**src/bst_pkg.sv**
```systemverilog
// bst_pkg: constants and types shared by the boundary-scan tap files.
// assumes: included before every bst_ module; no other dependency.
package bst_pkg;

  // instruction register
  localparam int          IR_W          = 4;
  localparam logic [3:0]  IR_CAPTURE    = 4'h1;     // low two bits fixed 01
  localparam logic [3:0]  OP_EXTEST     = 4'h0;
  localparam logic [3:0]  OP_SAMPLE     = 4'h1;
  localparam logic [3:0]  OP_IDCODE     = 4'h2;
  localparam logic [3:0]  OP_HIGHZ      = 4'h3;
  localparam logic [3:0]  OP_BYPASS     = 4'hF;
  localparam logic [3:0]  OP_RESET_LOAD = OP_IDCODE;

  // identification word layout
  localparam int          ID_W          = 32;
  localparam int          ID_VER_LSB    = 28;
  localparam int          ID_PART_LSB   = 12;
  localparam int          ID_MAKER_LSB  = 1;
  // neutral identity values, arbitrary
  localparam logic [3:0]  ID_VERSION    = 4'h1;
  localparam logic [15:0] ID_PART       = 16'h1234;
  localparam logic [10:0] ID_MAKER      = 11'h055;
  localparam logic [31:0] ID_WORD       = {ID_VERSION, ID_PART, ID_MAKER, 1'b1};

  // boundary chain length, no figure given
  localparam int          BSR_W         = 8;

  // link timing, test clock period figure and its minimum count of clk cycles
  localparam int          CLK_NS        = 20;
  localparam int          TCK_MIN_NS    = 100;
  localparam int          TCK_MIN_CYC   = (TCK_MIN_NS + CLK_NS - 1) / CLK_NS;

  // five high mode-select edges always reach reset
  localparam int          RESET_EDGES   = 5;

  typedef enum logic [3:0] {
    ST_RESET, ST_IDLE, ST_SEL_DR, ST_CAP_DR, ST_SH_DR, ST_EX1_DR, ST_PAU_DR, ST_EX2_DR,
    ST_UPD_DR, ST_SEL_IR, ST_CAP_IR, ST_SH_IR, ST_EX1_IR, ST_PAU_IR, ST_EX2_IR, ST_UPD_IR
  } bst_state_t;

  // next tap state on one rising test clock edge
  function automatic bst_state_t bst_next(input bst_state_t s, input logic m);
    case (s)
      ST_RESET:  bst_next = m ? ST_RESET  : ST_IDLE;
      ST_IDLE:   bst_next = m ? ST_SEL_DR : ST_IDLE;
      ST_SEL_DR: bst_next = m ? ST_SEL_IR : ST_CAP_DR;
      ST_CAP_DR: bst_next = m ? ST_EX1_DR : ST_SH_DR;
      ST_SH_DR:  bst_next = m ? ST_EX1_DR : ST_SH_DR;
      ST_EX1_DR: bst_next = m ? ST_UPD_DR : ST_PAU_DR;
      ST_PAU_DR: bst_next = m ? ST_EX2_DR : ST_PAU_DR;
      ST_EX2_DR: bst_next = m ? ST_UPD_DR : ST_SH_DR;
      ST_UPD_DR: bst_next = m ? ST_SEL_DR : ST_IDLE;
      ST_SEL_IR: bst_next = m ? ST_RESET  : ST_CAP_IR;
      ST_CAP_IR: bst_next = m ? ST_EX1_IR : ST_SH_IR;
      ST_SH_IR:  bst_next = m ? ST_EX1_IR : ST_SH_IR;
      ST_EX1_IR: bst_next = m ? ST_UPD_IR : ST_PAU_IR;
      ST_PAU_IR: bst_next = m ? ST_EX2_IR : ST_PAU_IR;
      ST_EX2_IR: bst_next = m ? ST_UPD_IR : ST_SH_IR;
      ST_UPD_IR: bst_next = m ? ST_SEL_DR : ST_IDLE;
      default:   bst_next = ST_RESET;
    endcase
  endfunction

endpackage

```
**src/bst_edge.sv**
```systemverilog
// bst_edge: finds rising and falling edges of a synchronised test clock.
// assumes: input already passed a synchroniser on clk.
module bst_edge (
  input  wire logic clk,
  input  wire logic rst,
  input  wire logic lvl,
  output logic      rise,
  output logic      fall
);
  import bst_pkg::*;

  typedef struct packed {
    logic last;
  } bst_edge_t;

  bst_edge_t st_ff;
  bst_edge_t nxt_st;

  // remember last level to compare against
  always_comb begin
    nxt_st      = st_ff;
    nxt_st.last = lvl;
  end

  always_ff @(posedge clk or posedge rst) begin
    if (rst) begin
      st_ff <= '0;
    end else begin
      st_ff <= nxt_st;
    end
  end

  assign rise = lvl & ~st_ff.last;
  assign fall = ~lvl & st_ff.last;
endmodule

```
**src/bst_sync.sv**
```systemverilog
// bst_sync: two-stage synchroniser for one level from outside clk.
// assumes: clk free running; rst asynchronous active high.
module bst_sync (
  input  wire logic clk,
  input  wire logic rst,
  input  wire logic din,
  output logic      dout
);
  import bst_pkg::*;

  typedef struct packed {
    logic meta;
    logic held;
  } bst_sync_t;

  bst_sync_t st_ff;
  bst_sync_t nxt_st;

  // first stage is read only by the second
  always_comb begin
    nxt_st      = st_ff;
    nxt_st.meta = din;
    nxt_st.held = st_ff.meta;
  end

  always_ff @(posedge clk or posedge rst) begin
    if (rst) begin
      st_ff <= '0;
    end else begin
      st_ff <= nxt_st;
    end
  end

  assign dout = st_ff.held;
endmodule

```
**src/bst_tap.sv**
```systemverilog
// bst_tap: boundary-scan test access port with tap controller, instruction
// register, bypass, identification and boundary chain registers.
// assumes: test pins are asynchronous to clk and sampled here; test clock is
// much slower than clk (at least TCK_MIN_CYC clk periods).
module bst_tap (
  input  wire logic                      clk,
  input  wire logic                      rst,
  input  wire logic                      tck,
  input  wire logic                      tms,
  input  wire logic                      tdi,
  input  wire logic                      trstN,
  output logic                           tdo,
  output logic                           tdoOe,
  input  wire logic [bst_pkg::BSR_W-1:0] pinIn,
  input  wire logic [bst_pkg::BSR_W-1:0] coreOut,
  output logic      [bst_pkg::BSR_W-1:0] padOut,
  output logic                           padOe,
  output logic                           fifoEnable,
  output logic                           testReset
);
  import bst_pkg::*;

  typedef struct packed {
    logic              seeded;
    bst_state_t        state;
    logic [IR_W-1:0]   irShift;
    logic [IR_W-1:0]   irCur;
    logic              byp;
    logic [ID_W-1:0]   idShift;
    logic [BSR_W-1:0]  bsShift;
    logic [BSR_W-1:0]  bsUpd;
    logic              tdoBit;
    logic              tdoEn;
    logic              trstSeen;
  } bst_tap_t;

  bst_tap_t st_ff;
  bst_tap_t nxt_st;

  logic tckS;
  logic tmsS;
  logic tdiS;
  logic trstNS;
  logic trstAct;
  logic tckRise;
  logic tckFall;
  logic selBsr;
  logic selId;
  logic serialOut;

  // every test pin crosses into clk through two flops
  bst_sync uSyncTck  (.clk(clk), .rst(rst), .din(tck),   .dout(tckS));
  bst_sync uSyncTms  (.clk(clk), .rst(rst), .din(tms),   .dout(tmsS));
  bst_sync uSyncTdi  (.clk(clk), .rst(rst), .din(tdi),   .dout(tdiS));
  // inverted through the sync so cleared flops mean idle, not a false test reset
  bst_sync uSyncTrst (.clk(clk), .rst(rst), .din(~trstN), .dout(trstAct));
  assign trstNS = ~trstAct;

  bst_edge uEdge (
    .clk  (clk),
    .rst  (rst),
    .lvl  (tckS),
    .rise (tckRise),
    .fall (tckFall)
  );

  // register select from the current instruction
  assign selBsr = (st_ff.irCur == OP_EXTEST) || (st_ff.irCur == OP_SAMPLE);
  assign selId  = (st_ff.irCur == OP_IDCODE);

  // serial output mux; unknown codes fall back to bypass
  always_comb begin
    if (st_ff.state == ST_SH_IR) begin
      serialOut = st_ff.irShift[0];
    end else if (selBsr) begin
      serialOut = st_ff.bsShift[0];
    end else if (selId) begin
      serialOut = st_ff.idShift[0];
    end else begin
      serialOut = st_ff.byp;
    end
  end

  // controller and registers, stepped by detected test clock edges
  always_comb begin
    nxt_st = st_ff;
    if (!trstNS) begin
      // held test reset wins over any clock edge
      nxt_st.state    = ST_RESET;
      nxt_st.irCur    = OP_RESET_LOAD;
      nxt_st.tdoEn    = 1'b0;
      nxt_st.seeded   = 1'b1;
      nxt_st.trstSeen = 1'b1;
    end else if (tckRise) begin
      nxt_st.seeded = 1'b1;
      nxt_st.state  = bst_next(st_ff.state, tmsS);
      case (st_ff.state)
        ST_RESET: begin
          nxt_st.irCur = OP_RESET_LOAD;
        end
        ST_CAP_IR: begin
          nxt_st.irShift = IR_CAPTURE;
        end
        ST_SH_IR: begin
          nxt_st.irShift = {tdiS, st_ff.irShift[IR_W-1:1]};
        end
        ST_CAP_DR: begin
          // only the selected register loads
          if (selBsr) begin
            nxt_st.bsShift = (st_ff.irCur == OP_EXTEST) ? pinIn : coreOut;
          end else if (selId) begin
            nxt_st.idShift = ID_WORD;
          end else begin
            nxt_st.byp = 1'b0;
          end
        end
        ST_SH_DR: begin
          if (selBsr) begin
            nxt_st.bsShift = {tdiS, st_ff.bsShift[BSR_W-1:1]};
          end else if (selId) begin
            nxt_st.idShift = {tdiS, st_ff.idShift[ID_W-1:1]};
          end else begin
            nxt_st.byp = tdiS;
          end
        end
        default: begin
          // idle, pause and select states hold all registers
          nxt_st.irShift = st_ff.irShift;
        end
      endcase
    end else if (tckFall) begin
      // output and latches move on the falling edge
      nxt_st.tdoBit = serialOut;
      nxt_st.tdoEn  = (st_ff.state == ST_SH_IR) || (st_ff.state == ST_SH_DR);
      if (st_ff.state == ST_UPD_IR) begin
        nxt_st.irCur = st_ff.irShift;
      end
      if (st_ff.state == ST_UPD_DR && selBsr) begin
        nxt_st.bsUpd = st_ff.bsShift;
      end
    end
  end

  // rst clears every tap register too; state reads reset but stays unseeded until trst or a test clock rise
  always_ff @(posedge clk or posedge rst) begin
    if (rst) begin
      st_ff <= '0;
    end else begin
      st_ff <= nxt_st;
    end
  end

  // test reset output held low until first trst or test clock rise seen
  assign testReset  = st_ff.seeded && (st_ff.state == ST_RESET);
  assign fifoEnable = testReset;
  assign tdo        = st_ff.tdoBit;
  assign tdoOe      = st_ff.tdoEn;

  // pads: extest drives chain values, high-z turns all off
  assign padOut = (st_ff.irCur == OP_EXTEST && !testReset) ? st_ff.bsUpd : coreOut;
  assign padOe  = !(st_ff.irCur == OP_HIGHZ && !testReset);
endmodule

```
**config.mk**
```make
export PLATFORM = sky130hd
export DESIGN_NAME = bst_tap
export DESIGN_NICKNAME = d
export VERILOG_FILES = /design/src/bst_pkg.sv /design/src/bst_edge.sv /design/src/bst_sync.sv /design/src/bst_tap.sv
export SDC_FILE = /design/constraint.sdc
export NUM_CORES = 1
export LEC_CHECK = 0
export BUFFER_PORTS_ARGS = -buffer_cell sky130_fd_sc_hd__buf_2
export CORE_MARGIN = 1.5
export CORE_UTILIZATION = 55
export CTS_BUF_LIST = sky130_fd_sc_hd__clkbuf_2 sky130_fd_sc_hd__clkbuf_4 sky130_fd_sc_hd__clkbuf_8
export DETAILED_ROUTE_END_ITERATION = 6
export PLACE_DENSITY = 0.78
export SLEW_MARGIN = 0
export SYNTH_ARGS = -nofsm -noshare
export SYNTH_HDL_FRONTEND = slang
export SYNTH_SLANG_ARGS = --single-unit
export TNS_END_PERCENT = 20
```
**constraint.sdc**
```tcl
create_clock -name clk -period 2.1 [get_ports clk]
set_input_delay 0.21 -clock clk [delete_from_list [all_inputs] [get_ports clk]]
set_output_delay 0.21 -clock clk [all_outputs]
set_load 0.02 [all_outputs]
```
**Word-level counts from Yosys, hierarchy flattened**

Cells that the tools add are included.

- $add $sub $neg: 0
- Shifts and indexed selects: 0
- Multiplexer cells: 38
- Bitwise logic cells: 7
- Divide/modulo/power cells: 0
- Equality and inequality tests: 28
- Magnitude comparators: 0
- Reductions and logical operators: 27
- Multipliers: 0

Operators with widths:

| cell | count |
|---|---|
| 41-bit one-hot mux with 2 select lines | 1 |
| 33-bit two-way mux | 2 |
| 32-bit two-way mux | 2 |
| 4-bit one-hot mux with 12 select lines | 1 |
| 4-bit two-way mux | 9 |
| 4-bit equality test (second input constant) | 8 |
| 8-bit two-way mux | 4 |
| 4-bit by 2-bit equality test with 1-bit output (second input constant) | 4 |
| 4-bit by 3-bit equality test with 1-bit output (second input constant) | 4 |
| 2-bit inequality test (second input constant) | 8 |
| 7-bit AND reduction | 2 |
| 1-bit two-way mux | 11 |
| 9-bit two-way mux | 1 |
| 3-bit AND reduction | 3 |
| 4-bit by 1-bit equality test with 1-bit output (second input constant) | 2 |
| 4-bit zero test | 2 |
| 4-bit one-hot mux with 2 select lines | 1 |
| 2-bit nonzero test | 4 |
| 2-bit two-way mux | 3 |
| 3-bit two-way mux | 2 |
| 3-bit nonzero test | 2 |
| 5-bit two-way mux | 1 |
| 1-bit inverter | 5 |
| 5-bit AND reduction | 1 |
| other kinds (10) | 17 |

- ROM bits: 0
- Flip-flop bits (word level): 73
- Memories kept: 0
- Latch bits: 0
- Memory bits (writable): 0

**Logic depth before layout (Yosys ltp)**

Gate-level depths: netlist (run 1).

- Depth in word-level cells: 5
- Depth in mapped cells: 7

**Modules after synthesis**

From an unflattened synthesis (run 1), not the netlist that was laid out.

- Cells, all modules: 346
- Area total of the unflattened synthesis: 3490.8 sq um

Modules (own cells, without submodules):

| module | area an instance (sq um) | instances | seq. area each (sq um) | cells an instance |
|---|---|---|---|---|
| bst_tap | 3231.8 | 1 | 1601.5 | 330 |
| bst_sync | 53.8 | 4 | 50.0 | 3 |
| bst_edge | 43.8 | 1 | 25.0 | 4 |

**Least setup slack after synthesis (run 1)**

No wires, ideal clock.

- Kind: register to output
- Start: register st_ff[54] (netlist name)
- End: output padOut[0] (netlist name)
- Path buffers: 2
- Cell stages (with the launch flop): 6
- Arrival time: 1595 ps
- Path slack: 295 ps
- Path through: dfrtp_1 -> buf_4 -> nor4_4 -> nor2b_1 -> buf_4 -> mux2_2

- Longest elaborated chain between the ends: 3

Ends and longest elaborated chain:

| item | RTL line | text |
|---|---|---|
| start: declaration | bst_tap.sv:37 | `bst_tap_t st_ff;` |
| start signal: assignment | bst_tap.sv:149 | `st_ff <= nxt_st;` |
| 4-bit zero test | bst_tap.sv:160 | `assign padOut = (st_ff.irCur == OP_EXTEST && !testReset) ? st_ff.bsUpd : coreOut;` |
| 1-bit logical AND | bst_tap.sv:160 |  |
| 8-bit two-way mux | bst_tap.sv:160 |  |
| end: declaration | bst_tap.sv:16 | `output logic [bst_pkg::BSR_W-1:0] padOut,` |

Every way passes these cells.

**Worst setup path in the final report (run 1)**

- Start: register st_ff[53] (netlist name)
- End: output padOut[1] (netlist name)

The elaborated chain is that of the path after synthesis.

==> impl_metrics.json, run 1 <==
{
  "status": "finished with violations",
  "failed_checks": "setup timing",
  "clock_power_share": 0.411,
  "synth_seq_cells": 73,
  "drive_gt1_frac": 0.263,
  "cp-startpoint": "st_ff[53]$_DFFE_PP0P_",
  "vdd_drop_max_uv": 541,
  "post-place-ws_ns": 0.171,
  "p_total_mw": 2.99,
  "final_common_cell": "dfrtp_1",
  "synth_cells": 347,
  "grt_max_degree": 65,
  "fin_crit_sh": 1.01,
  "drtIter0Drc": 210,
  "startpoint_type": "register",
  "yosysWarnings": 0,
  "holdWs_ns": 0.239,
  "cts_root_buffer": "clkbuf_8",
  "cp_max_fo": 8,
  "avgSynthCellArea_um2": 9.85,
  "cap_violations": 0,
  "wl_per_cell_um": 14.9,
  "p_switching_mw": 0.738,
  "fmax_ghz": 0.472,
  "antenna_found_initial": 0,
  "initial_core_util": 0.574,
  "p_leak_nw": 1.89,
  "async_flop_share": 1.00,
  "drc_errors": 0,
  "rsz0062_at_grt": "true",
  "synthesis.area_mm2": 0.00342,
  "overflow": 0,
  "min_path_type": "input pin to register",
  "p_int_mw": 2.26,
  "die_width_um": 81.9,
  "layout.cells.non_filler": 471,
  "clkSinkCount": 73,
  "cp_slowest_cell": "dfrtp_2",
  "grt_util_all_layers": 0.225,
  "via_per_inst": 5.59,
  "ant_nets": 0,
  "crit_chain": "nor4_4, nor2b_2, buf_6, mux2_4, buf_6",
  "grt_pass1_vias": 2448,
  "cts-buffers-inserted": 9,
  "synth.distinct_cells": 48,
  "fin_nets": 415,
  "ioPinCount": 35,
  "slew_headroom": 0.560,
  "swShare": 0.247,
  "fin_setup_tns_ns": -0.124,
  "max_stage_delay_ns": 0.43,
  "synth_edf_count": 0,
  "die_area_mm2": 0.00670,
  "die_y_um": 81.9,
  "reg2reg_from": "uSyncTck.dout$_DFF_PP0_",
  "dp_hpwl_mm": 4.46,
  "wl_mm": 7.01,
  "cp.required_ns": 1.89,
  "dr.pass1.iters": 4,
  "clk-insertion-delay-late_ns": 0.35,
  "cp-end-kind": "primary output",
  "synth_nets": 371,
  "setup_viol": 8,
  "finalInstanceArea_mm2": 0.00410,
  "crit_top_cell": "buf_6",
  "drv_slew": 0,
  "fillers": 434,
  "dp.cells": 445,
  "synthFlopType": "dfrtp_1",
  "cts.path.max_buffers": 2,
  "power_frac_comb": 0.089,
  "setup_slack_ns": -0.0195,
  "power.density_mw_per_mm2": 730,
  "coreArea_mm2": 0.00596,
  "min_from": "pinIn[1]",
  "worstSetupPathType": "register to primary output",
  "ys_seq_area_frac": 0.534,
  "row_count": 28,
  "critPathArrivalTime_ns": 1.91,
  "pwr-share-seq": 0.499,
  "h-tree-depth": 3,
  "tightest_slew_ns": 0.657,
  "grt_pass1_wl_mm": 11.3,
  "place_area_mm2": 0.00369,
  "place_congestion": 0.832,
  "post-route-min-period_ns": 2.12,
  "vias": 2631,
  "most-common-layout-cells": "dfrtp_1 (70), nand2_1 (67), o21ai_0 (36)",
  "finalClockSkew_ns": 0.0125,
  "utilization": 0.688,
  "path_clk_slew_ns": 0.08,
  "syn_to_final_growth_pct": 19.9,
  "antenna-diode-count": 0,
  "portBuffers": 34,
  "cts_tree": "done",
  "finalHoldViolations": 0
}
-- cell usage after synthesis (3+ instances only) --
cell	number	area [µm²]
dfrtp_1	73	1830
nand2_1	67	251
o21ai_0	36	180
nor2_1	29	109
mux2_2	17	191
buf_2	12	60.1
a211oi_1	11	82.6
inv_1	11	41.3
nor2b_1	10	62.6
clkbuf_1	8	30.0
o31ai_1	8	60.1
a21oi_1	5	25.0
nand3_1	5	25.0
a31oi_1	4	25.0
buf_4	4	30.0
a22o_1	3	26.3
a311oi_1	3	26.3
nor3_1	3	15.0
nor3b_2	3	37.5
-- power by group through the flow --
stage	Clock, mW	Sequential, mW	Combinational, mW
global route	1.33	1.50	0.298
CTS	1.26	1.50	0.251
floorplan	0	1.52	0.161
global placement	0	1.52	0.228
finish	1.23	1.50	0.267
detailed placement	0	1.52	0.236
-- registers in the layout, summed over array words and instances, names as in the netlist --
name and flops:
st_ff 62, tdo 1, tdoOe 1, uEdge.st_ff 1
uSyncTck.dout 1, uSyncTck.nxt_st 1, uSyncTdi.dout 1, uSyncTdi.nxt_st 1
uSyncTms.dout 1, uSyncTms.nxt_st 1, uSyncTrst.dout 1, uSyncTrst.nxt_st 1
-- worst max-delay path, delay by kind of cell, from the launching register on --
family | cells | cell delay, ns
flip-flops | 1 | 0.43
AND/OR/NAND/NOR | 2 | 0.51
multiplexers | 1 | 0.32
buffers and inverters | 2 | 0.30
-- per-layer routing --
layer,GRT usage,up-vias,part of all wire
met5,0,-,0
met4,0.108,0,0.025
met3,0.0400,16,0.037
met2,0.352,65,0.48
met1,0.303,1259,0.46
li1,-,1291,-
-- timing repair --
| action | 4_1_cts | 5_1_grt |
|---|---|---|
| pin swaps | 0 | 1 |
| buffers inserted | 4 | 1 |
| gates resized for setup | 6 | 25 |
| endpoints found under the hold margin | 28 | 0 |
| hold buffers | 5 | 0 |
| setup endpoints to repair | 8 | 8 |
-- path summary, 6_finish.rpt --
path,slack (ns),endpoint,cells past startpoint
setup / recovery,-0.02,padOut[1],5
hold / removal,0.24,st_ff[12]$_DFFE_PP0P_,3
setup reg to reg,0.17,st_ff[8]$_DFFE_PP0P_,5
hold reg to reg,0.35,uSyncTdi.dout$_DFF_PP0_,0
max in group asynchronous,0.99,st_ff[57]$_DFFE_PP0P_,4
min in group asynchronous,0.44,st_ff[39]$_DFFE_PP0P_,3
-- cell families after synthesis --
kind of cell    count (synthesis)  synth area share
flops                          73             0.534
fa+ha+maj                       2           0.00732
xor+xnor                        1           0.00256
simple gates                  134             0.189
compound gates                 83             0.157
buf+inv                        37            0.0538
mux                            17            0.0560
-- area by class of cell --
| cell class | count | area (µm²) | share of cell area |
|---|---|---|---|
| Sequential cell | 73 | 1830 | 0.446 |
| Timing Repair Buffer | 59 | 449 | 0.110 |
| Clock buffer | 9 | 124 | 0.0302 |
| Inverter | 11 | 41.3 | 0.0101 |
| Multi-Input combinational cell | 237 | 1460 | 0.356 |
| Tap cell | 75 | 93.8 | 0.0229 |
| Clock inverter | 7 | 101 | 0.0247 |
(Power assumes the default switching activity.)
==> run 2, diff against run 1 <==
--- a/config.mk
+++ b/config.mk
@@ -7,10 +7,10 @@
 export LEC_CHECK = 0
 export BUFFER_PORTS_ARGS = -buffer_cell sky130_fd_sc_hd__buf_2
 export CORE_MARGIN = 1.5
-export CORE_UTILIZATION = 55
+export CORE_UTILIZATION = 38
 export CTS_BUF_LIST = sky130_fd_sc_hd__clkbuf_2 sky130_fd_sc_hd__clkbuf_4 sky130_fd_sc_hd__clkbuf_8
 export DETAILED_ROUTE_END_ITERATION = 6
-export PLACE_DENSITY = 0.78
+export SKIP_LAST_GASP = 1
 export SLEW_MARGIN = 0
 export SYNTH_ARGS = -nofsm -noshare
 export SYNTH_HDL_FRONTEND = slang
==> impl_metrics.json, run 2 (synthesized netlist as in run 1, its figures left out) <==
{
  "grt_pass1_wl_mm": 11.7,
  "power.density_mw_per_mm2": 724,
  "finalInstanceArea_mm2": 0.00414,
  "dp_hpwl_mm": 4.42,
  "final_common_cell": "dfrtp_1",
  "cts-buffers-inserted": 9,
  "layout.cells.non_filler": 502,
  "clkSinkCount": 73,
  "cts_tree": "done",
  "min_path_type": "input pin to register",
  "drc_errors": 0,
  "fin_nets": 413,
  "p_leak_nw": 1.89,
  "cts.path.max_buffers": 2,
  "coreArea_mm2": 0.00872,
  "largest-register": "st_ff",
  "post-route-min-period_ns": 2.07,
  "critPathArrivalTime_ns": 1.86,
  "most-common-layout-cells": "dfrtp_1 (69), nand2_1 (67), o21ai_0 (36)",
  "cp_max_fo": 8,
  "fin_crit_sh": 0.983,
  "startpoint_type": "register",
  "grt_max_degree": 74,
  "status": "finished clean",
  "dr.pass1.iters": 4,
  "clk-insertion-delay-late_ns": 0.35,
  "row_count": 34,
  "portBuffers": 34,
  "grt_util_all_layers": 0.152,
  "cts_root_buffer": "clkbuf_8",
  "dp.cells": 479,
  "fillers": 834,
  "die_area_mm2": 0.00958,
  "drv_slew": 0,
  "cp-end-kind": "primary output",
  "setup_viol": 0,
  "path_clk_slew_ns": 0.08,
  "initial_core_util": 0.392,
  "vdd_drop_max_uv": 251,
  "antenna_found_initial": 0,
  "ant_nets": 0,
  "drtIter0Drc": 138,
  "grt_pass1_vias": 2433,
  "fmax_ghz": 0.484,
  "cap_violations": 0,
  "holdWs_ns": 0.246,
  "largest_reg_flops": 62,
  "antenna-diode-count": 0,
  "overflow": 0,
  "vias": 2519,
  "worstSetupPathType": "register to primary output",
  "slew_headroom": 0.565,
  "place_area_mm2": 0.00374,
  "utilization": 0.474,
  "finalClockSkew_ns": 0.0137,
  "drive_gt1_frac": 0.264,
  "rsz0062_at_grt": "true",
  "die_width_um": 97.9,
  "ioPinCount": 35,
  "tightest_slew_ns": 0.650,
  "die_y_um": 97.9,
  "syn_to_final_growth_pct": 21.0,
  "cp.required_ns": 1.89,
  "place_congestion": 0.802,
  "via_per_inst": 5.02,
  "wl_mm": 6.84,
  "h-tree-depth": 3,
  "wl_per_cell_um": 13.6,
  "finalHoldViolations": 0
}
==> run 2: cell types whose count changed in the layout (fill, tap and decap cells not counted), moves of 2 or more <==
cell	delta
clkinvlp_4	-2
inv_6	-2
clkinv_2	+2
buf_4	-2
==> run 2: critical path: stages (launching register included) <==
cell,delay (ns)
dfrtp_2,0.43
nor4_4,0.29
nor2b_4,0.20
buf_8,0.15
mux2_4,0.31
buf_6,0.13
==> run 2: path summary, 6_finish.rpt <==
| check | start | end | slack [ns] | cells past startpoint |
|---|---|---|---|---|
| max reg2reg | uSyncTck.dout$_DFF_PP0_ | st_ff[7]$_DFFE_PP0P_ | 0.21 | 5 |
| min reg2reg | uSyncTrst.nxt_st[0]$_DFF_PP0_ | uSyncTrst.dout$_DFF_PP0_ | 0.35 | 0 |
| min in group asynchronous | rst | st_ff[35]$_DFFE_PP0P_ | 0.50 | 4 |
| max | st_ff[54]$_DFFE_PP0P_ | padOut[5] | 0.03 | 5 |
| max in group asynchronous | rst | st_ff[54]$_DFFE_PP0P_ | 1.29 | 4 |
| min | pinIn[3] | st_ff[14]$_DFFE_PP0P_ | 0.25 | 3 |
==> run 2: metal layers <==
metal / share of wire / wire length, µm / global-route usage
met5: 0 / 0 / 0
met4: 0.016 / 108 / 0.0615
met3: 0.040 / 273 / 0.0351
met2: 0.46 / 3140 / 0.225
met1: 0.49 / 3330 / 0.216
==> run 2: power by group <==
group,switching [mW],total [mW],leakage (nW),internal (mW)
Sequential,0.0346,1.50,0.930,1.46
Clock,0.523,1.24,0.117,0.713
Combinational,0.147,0.265,0.843,0.118
==> run 2: layout make-up <==
cell class / instances / area (µm²) / area share
inverter: 11 / 41.3 / 0.00998
clock buffer: 11 / 145 / 0.0351
timing repair buffer: 57 / 438 / 0.106
tap: 108 / 135 / 0.0327
sequential: 73 / 1830 / 0.443
multi-input combinational: 237 / 1470 / 0.355
clock inverter: 5 / 78.8 / 0.0191
==> run 2: repair_timing <==
| item | in CTS | in global routing |
|---|---|---|
| endpoints found under the hold margin | 77 | 0 |
| hold buffers | 5 | 0 |
| pin swaps | 1 | 1 |
| setup endpoints to repair | 8 | 8 |
| resized for setup | 25 | 10 |
| buffers inserted | 2 | 0 |
==> run 2: per-stage QoR <==
| stage | setup WS, ns | TNS (ns) | power, mW |
|---|---|---|---|
| 6_report | 0.0349 | 0 | 3.00 |
| 2_1_floorplan | 0.0367 | 0 | 1.68 |
| 3_5_place_dp | 0.204 | 0 | 1.76 |
| 4_1_cts | -0.00253 | -0.00421 | 3.02 |
| 5_1_grt | -0.0299 | -0.197 | 3.13 |
| 3_3_place_gp | 0.260 | 0 | 1.76 |
==> run 3, diff against run 2 <==
--- a/config.mk
+++ b/config.mk
@@ -5,6 +5,7 @@
 export SDC_FILE = /design/constraint.sdc
 export NUM_CORES = 1
 export LEC_CHECK = 0
+export ABC_AREA = 1
 export BUFFER_PORTS_ARGS = -buffer_cell sky130_fd_sc_hd__buf_2
 export CORE_MARGIN = 1.5
 export CORE_UTILIZATION = 38
==> impl_metrics.json, run 3 <==
{
  "status": "finished clean",
  "startpoint_type": "register",
  "max_stage_delay_ns": 0.44,
  "die_width_um": 100,
  "reg2reg_from": "uEdge.st_ff$_DFF_PP0_",
  "synthesis.area_mm2": 0.00358,
  "async_flop_share": 1.00,
  "holdWs_ns": 0.166,
  "coreArea_mm2": 0.00920,
  "crit_top_cell": "nor2_2",
  "synth_common_cells": "nand2_1 (159), dfrtp_1 (73), inv_1 (61), o21ai_0 (47), nand3_1 (26)",
  "yosys.area.top_type": "dfrtp_1",
  "h-tree-depth": 3,
  "die_area_mm2": 0.0100,
  "grt_pass1_wl_mm": 13.0,
  "synth_seq_cells": 73,
  "overflow": 0,
  "dr.pass1.iters": 4,
  "largest_reg_flops": 62,
  "worstRegToRegCells": 10,
  "grt_max_degree": 74,
  "drive_gt1_frac": 0.174,
  "vdd_drop_max_uv": 295,
  "power_frac_comb": 0.082,
  "syn_to_final_growth_pct": 18.3,
  "p_int_mw": 2.34,
  "synth_edf_count": 0,
  "cts.path.max_buffers": 2,
  "post-route-min-period_ns": 2.01,
  "clk-insertion-delay-late_ns": 0.35,
  "cts-buffers-inserted": 9,
  "cp-startpoint": "st_ff[62]$_DFFE_PP0N_",
  "wl_mm": 7.47,
  "p_switching_mw": 0.706,
  "grt_pass1_vias": 2793,
  "setup_viol": 0,
  "avgSynthCellArea_um2": 7.78,
  "synth_cells": 460,
  "wl_per_cell_um": 12.0,
  "cp-end-kind": "primary output",
  "power.density_mw_per_mm2": 720,
  "die_y_um": 100,
  "synth_nets": 484,
  "fin_nets": 530,
  "fillers": 916,
  "rsz0062_at_grt": "true",
  "cp.depth": 8,
  "cp_slowest_cell": "dfrtp_2",
  "worstReg2RegEnd": "st_ff[47]$_DFFE_PP0P_",
  "pwr-share-seq": 0.471,
  "synth.distinct_cells": 29,
  "initial_core_util": 0.389,
  "tightest_slew_ns": 0.503,
  "finalHoldViolations": 0,
  "largest-register": "st_ff",
  "p_total_mw": 3.05,
  "cp.required_ns": 1.89,
  "cts_tree": "done",
  "cp_max_fo": 9,
  "via_per_inst": 4.79,
  "yosysWarnings": 0,
  "fin_crit_sh": 0.959,
  "min_path_type": "input pin to register",
  "r2r_setup_slack_ns": 0.26,
  "swShare": 0.232,
  "cts_root_buffer": "clkbuf_8",
  "ioPinCount": 35,
  "ys_seq_area_frac": 0.511,
  "synthFlopType": "dfrtp_1",
  "crit_end": "padOut[7]",
  "cap_violations": 0,
  "layout.cells.non_filler": 622,
  "clkSinkCount": 73,
  "antenna-diode-count": 0,
  "portBuffers": 34,
  "crit_chain": "nor2_2, nand2_1, nor2_2, inv_2, nand2_4, nor2_1, a21oi_1, buf_2",
  "drtIter0Drc": 125,
  "grt_util_all_layers": 0.164,
  "yosys-top-cells-area": "dfrtp_1 (51%), nand2_1 (17%), o21ai_0 (6.6%)",
  "worstSetupPathType": "register to primary output",
  "yosysTopAreaCellShare": 0.511,
  "vias": 2978,
  "antenna_found_initial": 0,
  "critPathBufInv": 2,
  "path_clk_slew_ns": 0.08,
  "synth.most_common_cell": "nand2_1",
  "multi_input_area_mm2": 0.00143,
  "final_common_cell": "nand2_1",
  "critPathArrivalTime_ns": 1.80,
  "regArea_mm2": 0.00183,
  "row_count": 35,
  "slew_headroom": 0.664,
  "finalClockSkew_ns": 0.00690,
  "dp.cells": 599,
  "clock_power_share": 0.446,
  "place_congestion": 0.959,
  "drv_slew": 0,
  "path_delay_family": "simple AND/OR/NAND/NOR gates",
  "most-common-layout-cells": "nand2_1 (159), dfrtp_1 (71), inv_1 (59)",
  "ant_nets": 0,
  "dp_hpwl_mm": 4.97,
  "drc_errors": 0,
  "p_leak_nw": 2.29,
  "fmax_ghz": 0.497
}
[run 3: changes by cell type in the layout (fill, tap and decap cells not counted), sizes merged, moves of 4 or more]
cell,previous run,this run
nand2,67,163
inv,11,63
nand3,5,29
mux2,17,0
o21ai,38,52
a211oi,11,0
a21oi,5,15
nor2b,10,0
or2,1,9
buf,52,46
o31ai,8,3
a31oi,4,0
[run 3: routing by layer]
| metal | share of wire | wire, µm | up-vias | global-route usage |
|---|---|---|---|---|
| met2 | 0.43 | 3190 | 87 | 0.238 |
| met4 | 0.014 | 107 | 0 | 0.0704 |
| met1 | 0.51 | 3820 | 1357 | 0.236 |
| met3 | 0.048 | 358 | 11 | 0.0383 |
| met5 | 0 | 0 | - | 0 |
| li1 | - | - | 1523 | - |
[run 3: tightest hold or removal path, stage by stage]
cell     delay, ns
buf_2         0.07
nand2_1       0.05
nand3_1       0.06
nand2_1       0.05
nand2_1       0.04
[run 3: cells by family (layout without fill, tap and decap cells)]
family          count (synthesis)  after routing  share of synthesized area
simple gates                  233            233                      0.279
flops                          73             73                      0.511
compound gates                 73             73                      0.106
fa+ha+maj                       2              2                    0.00699
buf+inv                        79            130                     0.0976
[run 3: through the flow]
stage	area [µm²]	setup slack (ns)	util	TNS [ns]
floorplan	3580	0.0367	-	0
global placement	3890	0.310	0.423	0
detailed placement	3890	0.178	0.423	0
CTS	4200	-0.00369	0.457	-0.00369
global route	4230	-0.0432	0.460	-0.0529
finish	4230	0.0870	0.460	0
[run 3: area by class of cell]
class / instances / area share
tap: 111 / 0.0328
timing repair buffer: 51 / 0.0831
multi-input combinational: 308 / 0.337
clock inverter: 5 / 0.0243
clock buffer: 11 / 0.0343
sequential: 73 / 0.432
inverter: 63 / 0.0559
[run 3: timing repair]
| action | 4_1_cts | 5_1_grt |
|---|---|---|
| gates cloned | 0 | 0 |
| endpoints found under the hold margin | 77 | 0 |
| buffers inserted | 0 | 2 |
| hold buffers | 5 | 0 |
| pin swaps | 0 | 1 |
| resized for setup | 4 | 6 |
| endpoints found under the setup margin | 9 | 8 |
[run 3: worst min-delay path by stage]
stage                     startpoint                            to  cells after the start
final                       pinIn[4]         st_ff[15]$_DFFE_PP0P_                      5
after global routing        pinIn[0]         st_ff[11]$_DFFE_PP0P_                      5
after CTS                   pinIn[4]         st_ff[15]$_DFFE_PP0P_                      5
after detailed placement         tms  uSyncTms.nxt_st[0]$_DFF_PP0_                      1
after global placement           tms  uSyncTms.nxt_st[0]$_DFF_PP0_                      1
after floorplan                  tck  uSyncTck.nxt_st[0]$_DFF_PP0_                      0
[run 3: power groups by stage]
| stage | Clock [mW] | Combinational, mW | Sequential (mW) |
|---|---|---|---|
| after floorplan | 0 | 0.144 | 1.47 |
| after global placement | 0 | 0.236 | 1.46 |
| after detailed placement | 0 | 0.235 | 1.46 |
| after CTS | 1.39 | 0.247 | 1.44 |
| after global routing | 1.47 | 0.281 | 1.44 |
| final | 1.36 | 0.251 | 1.44 |
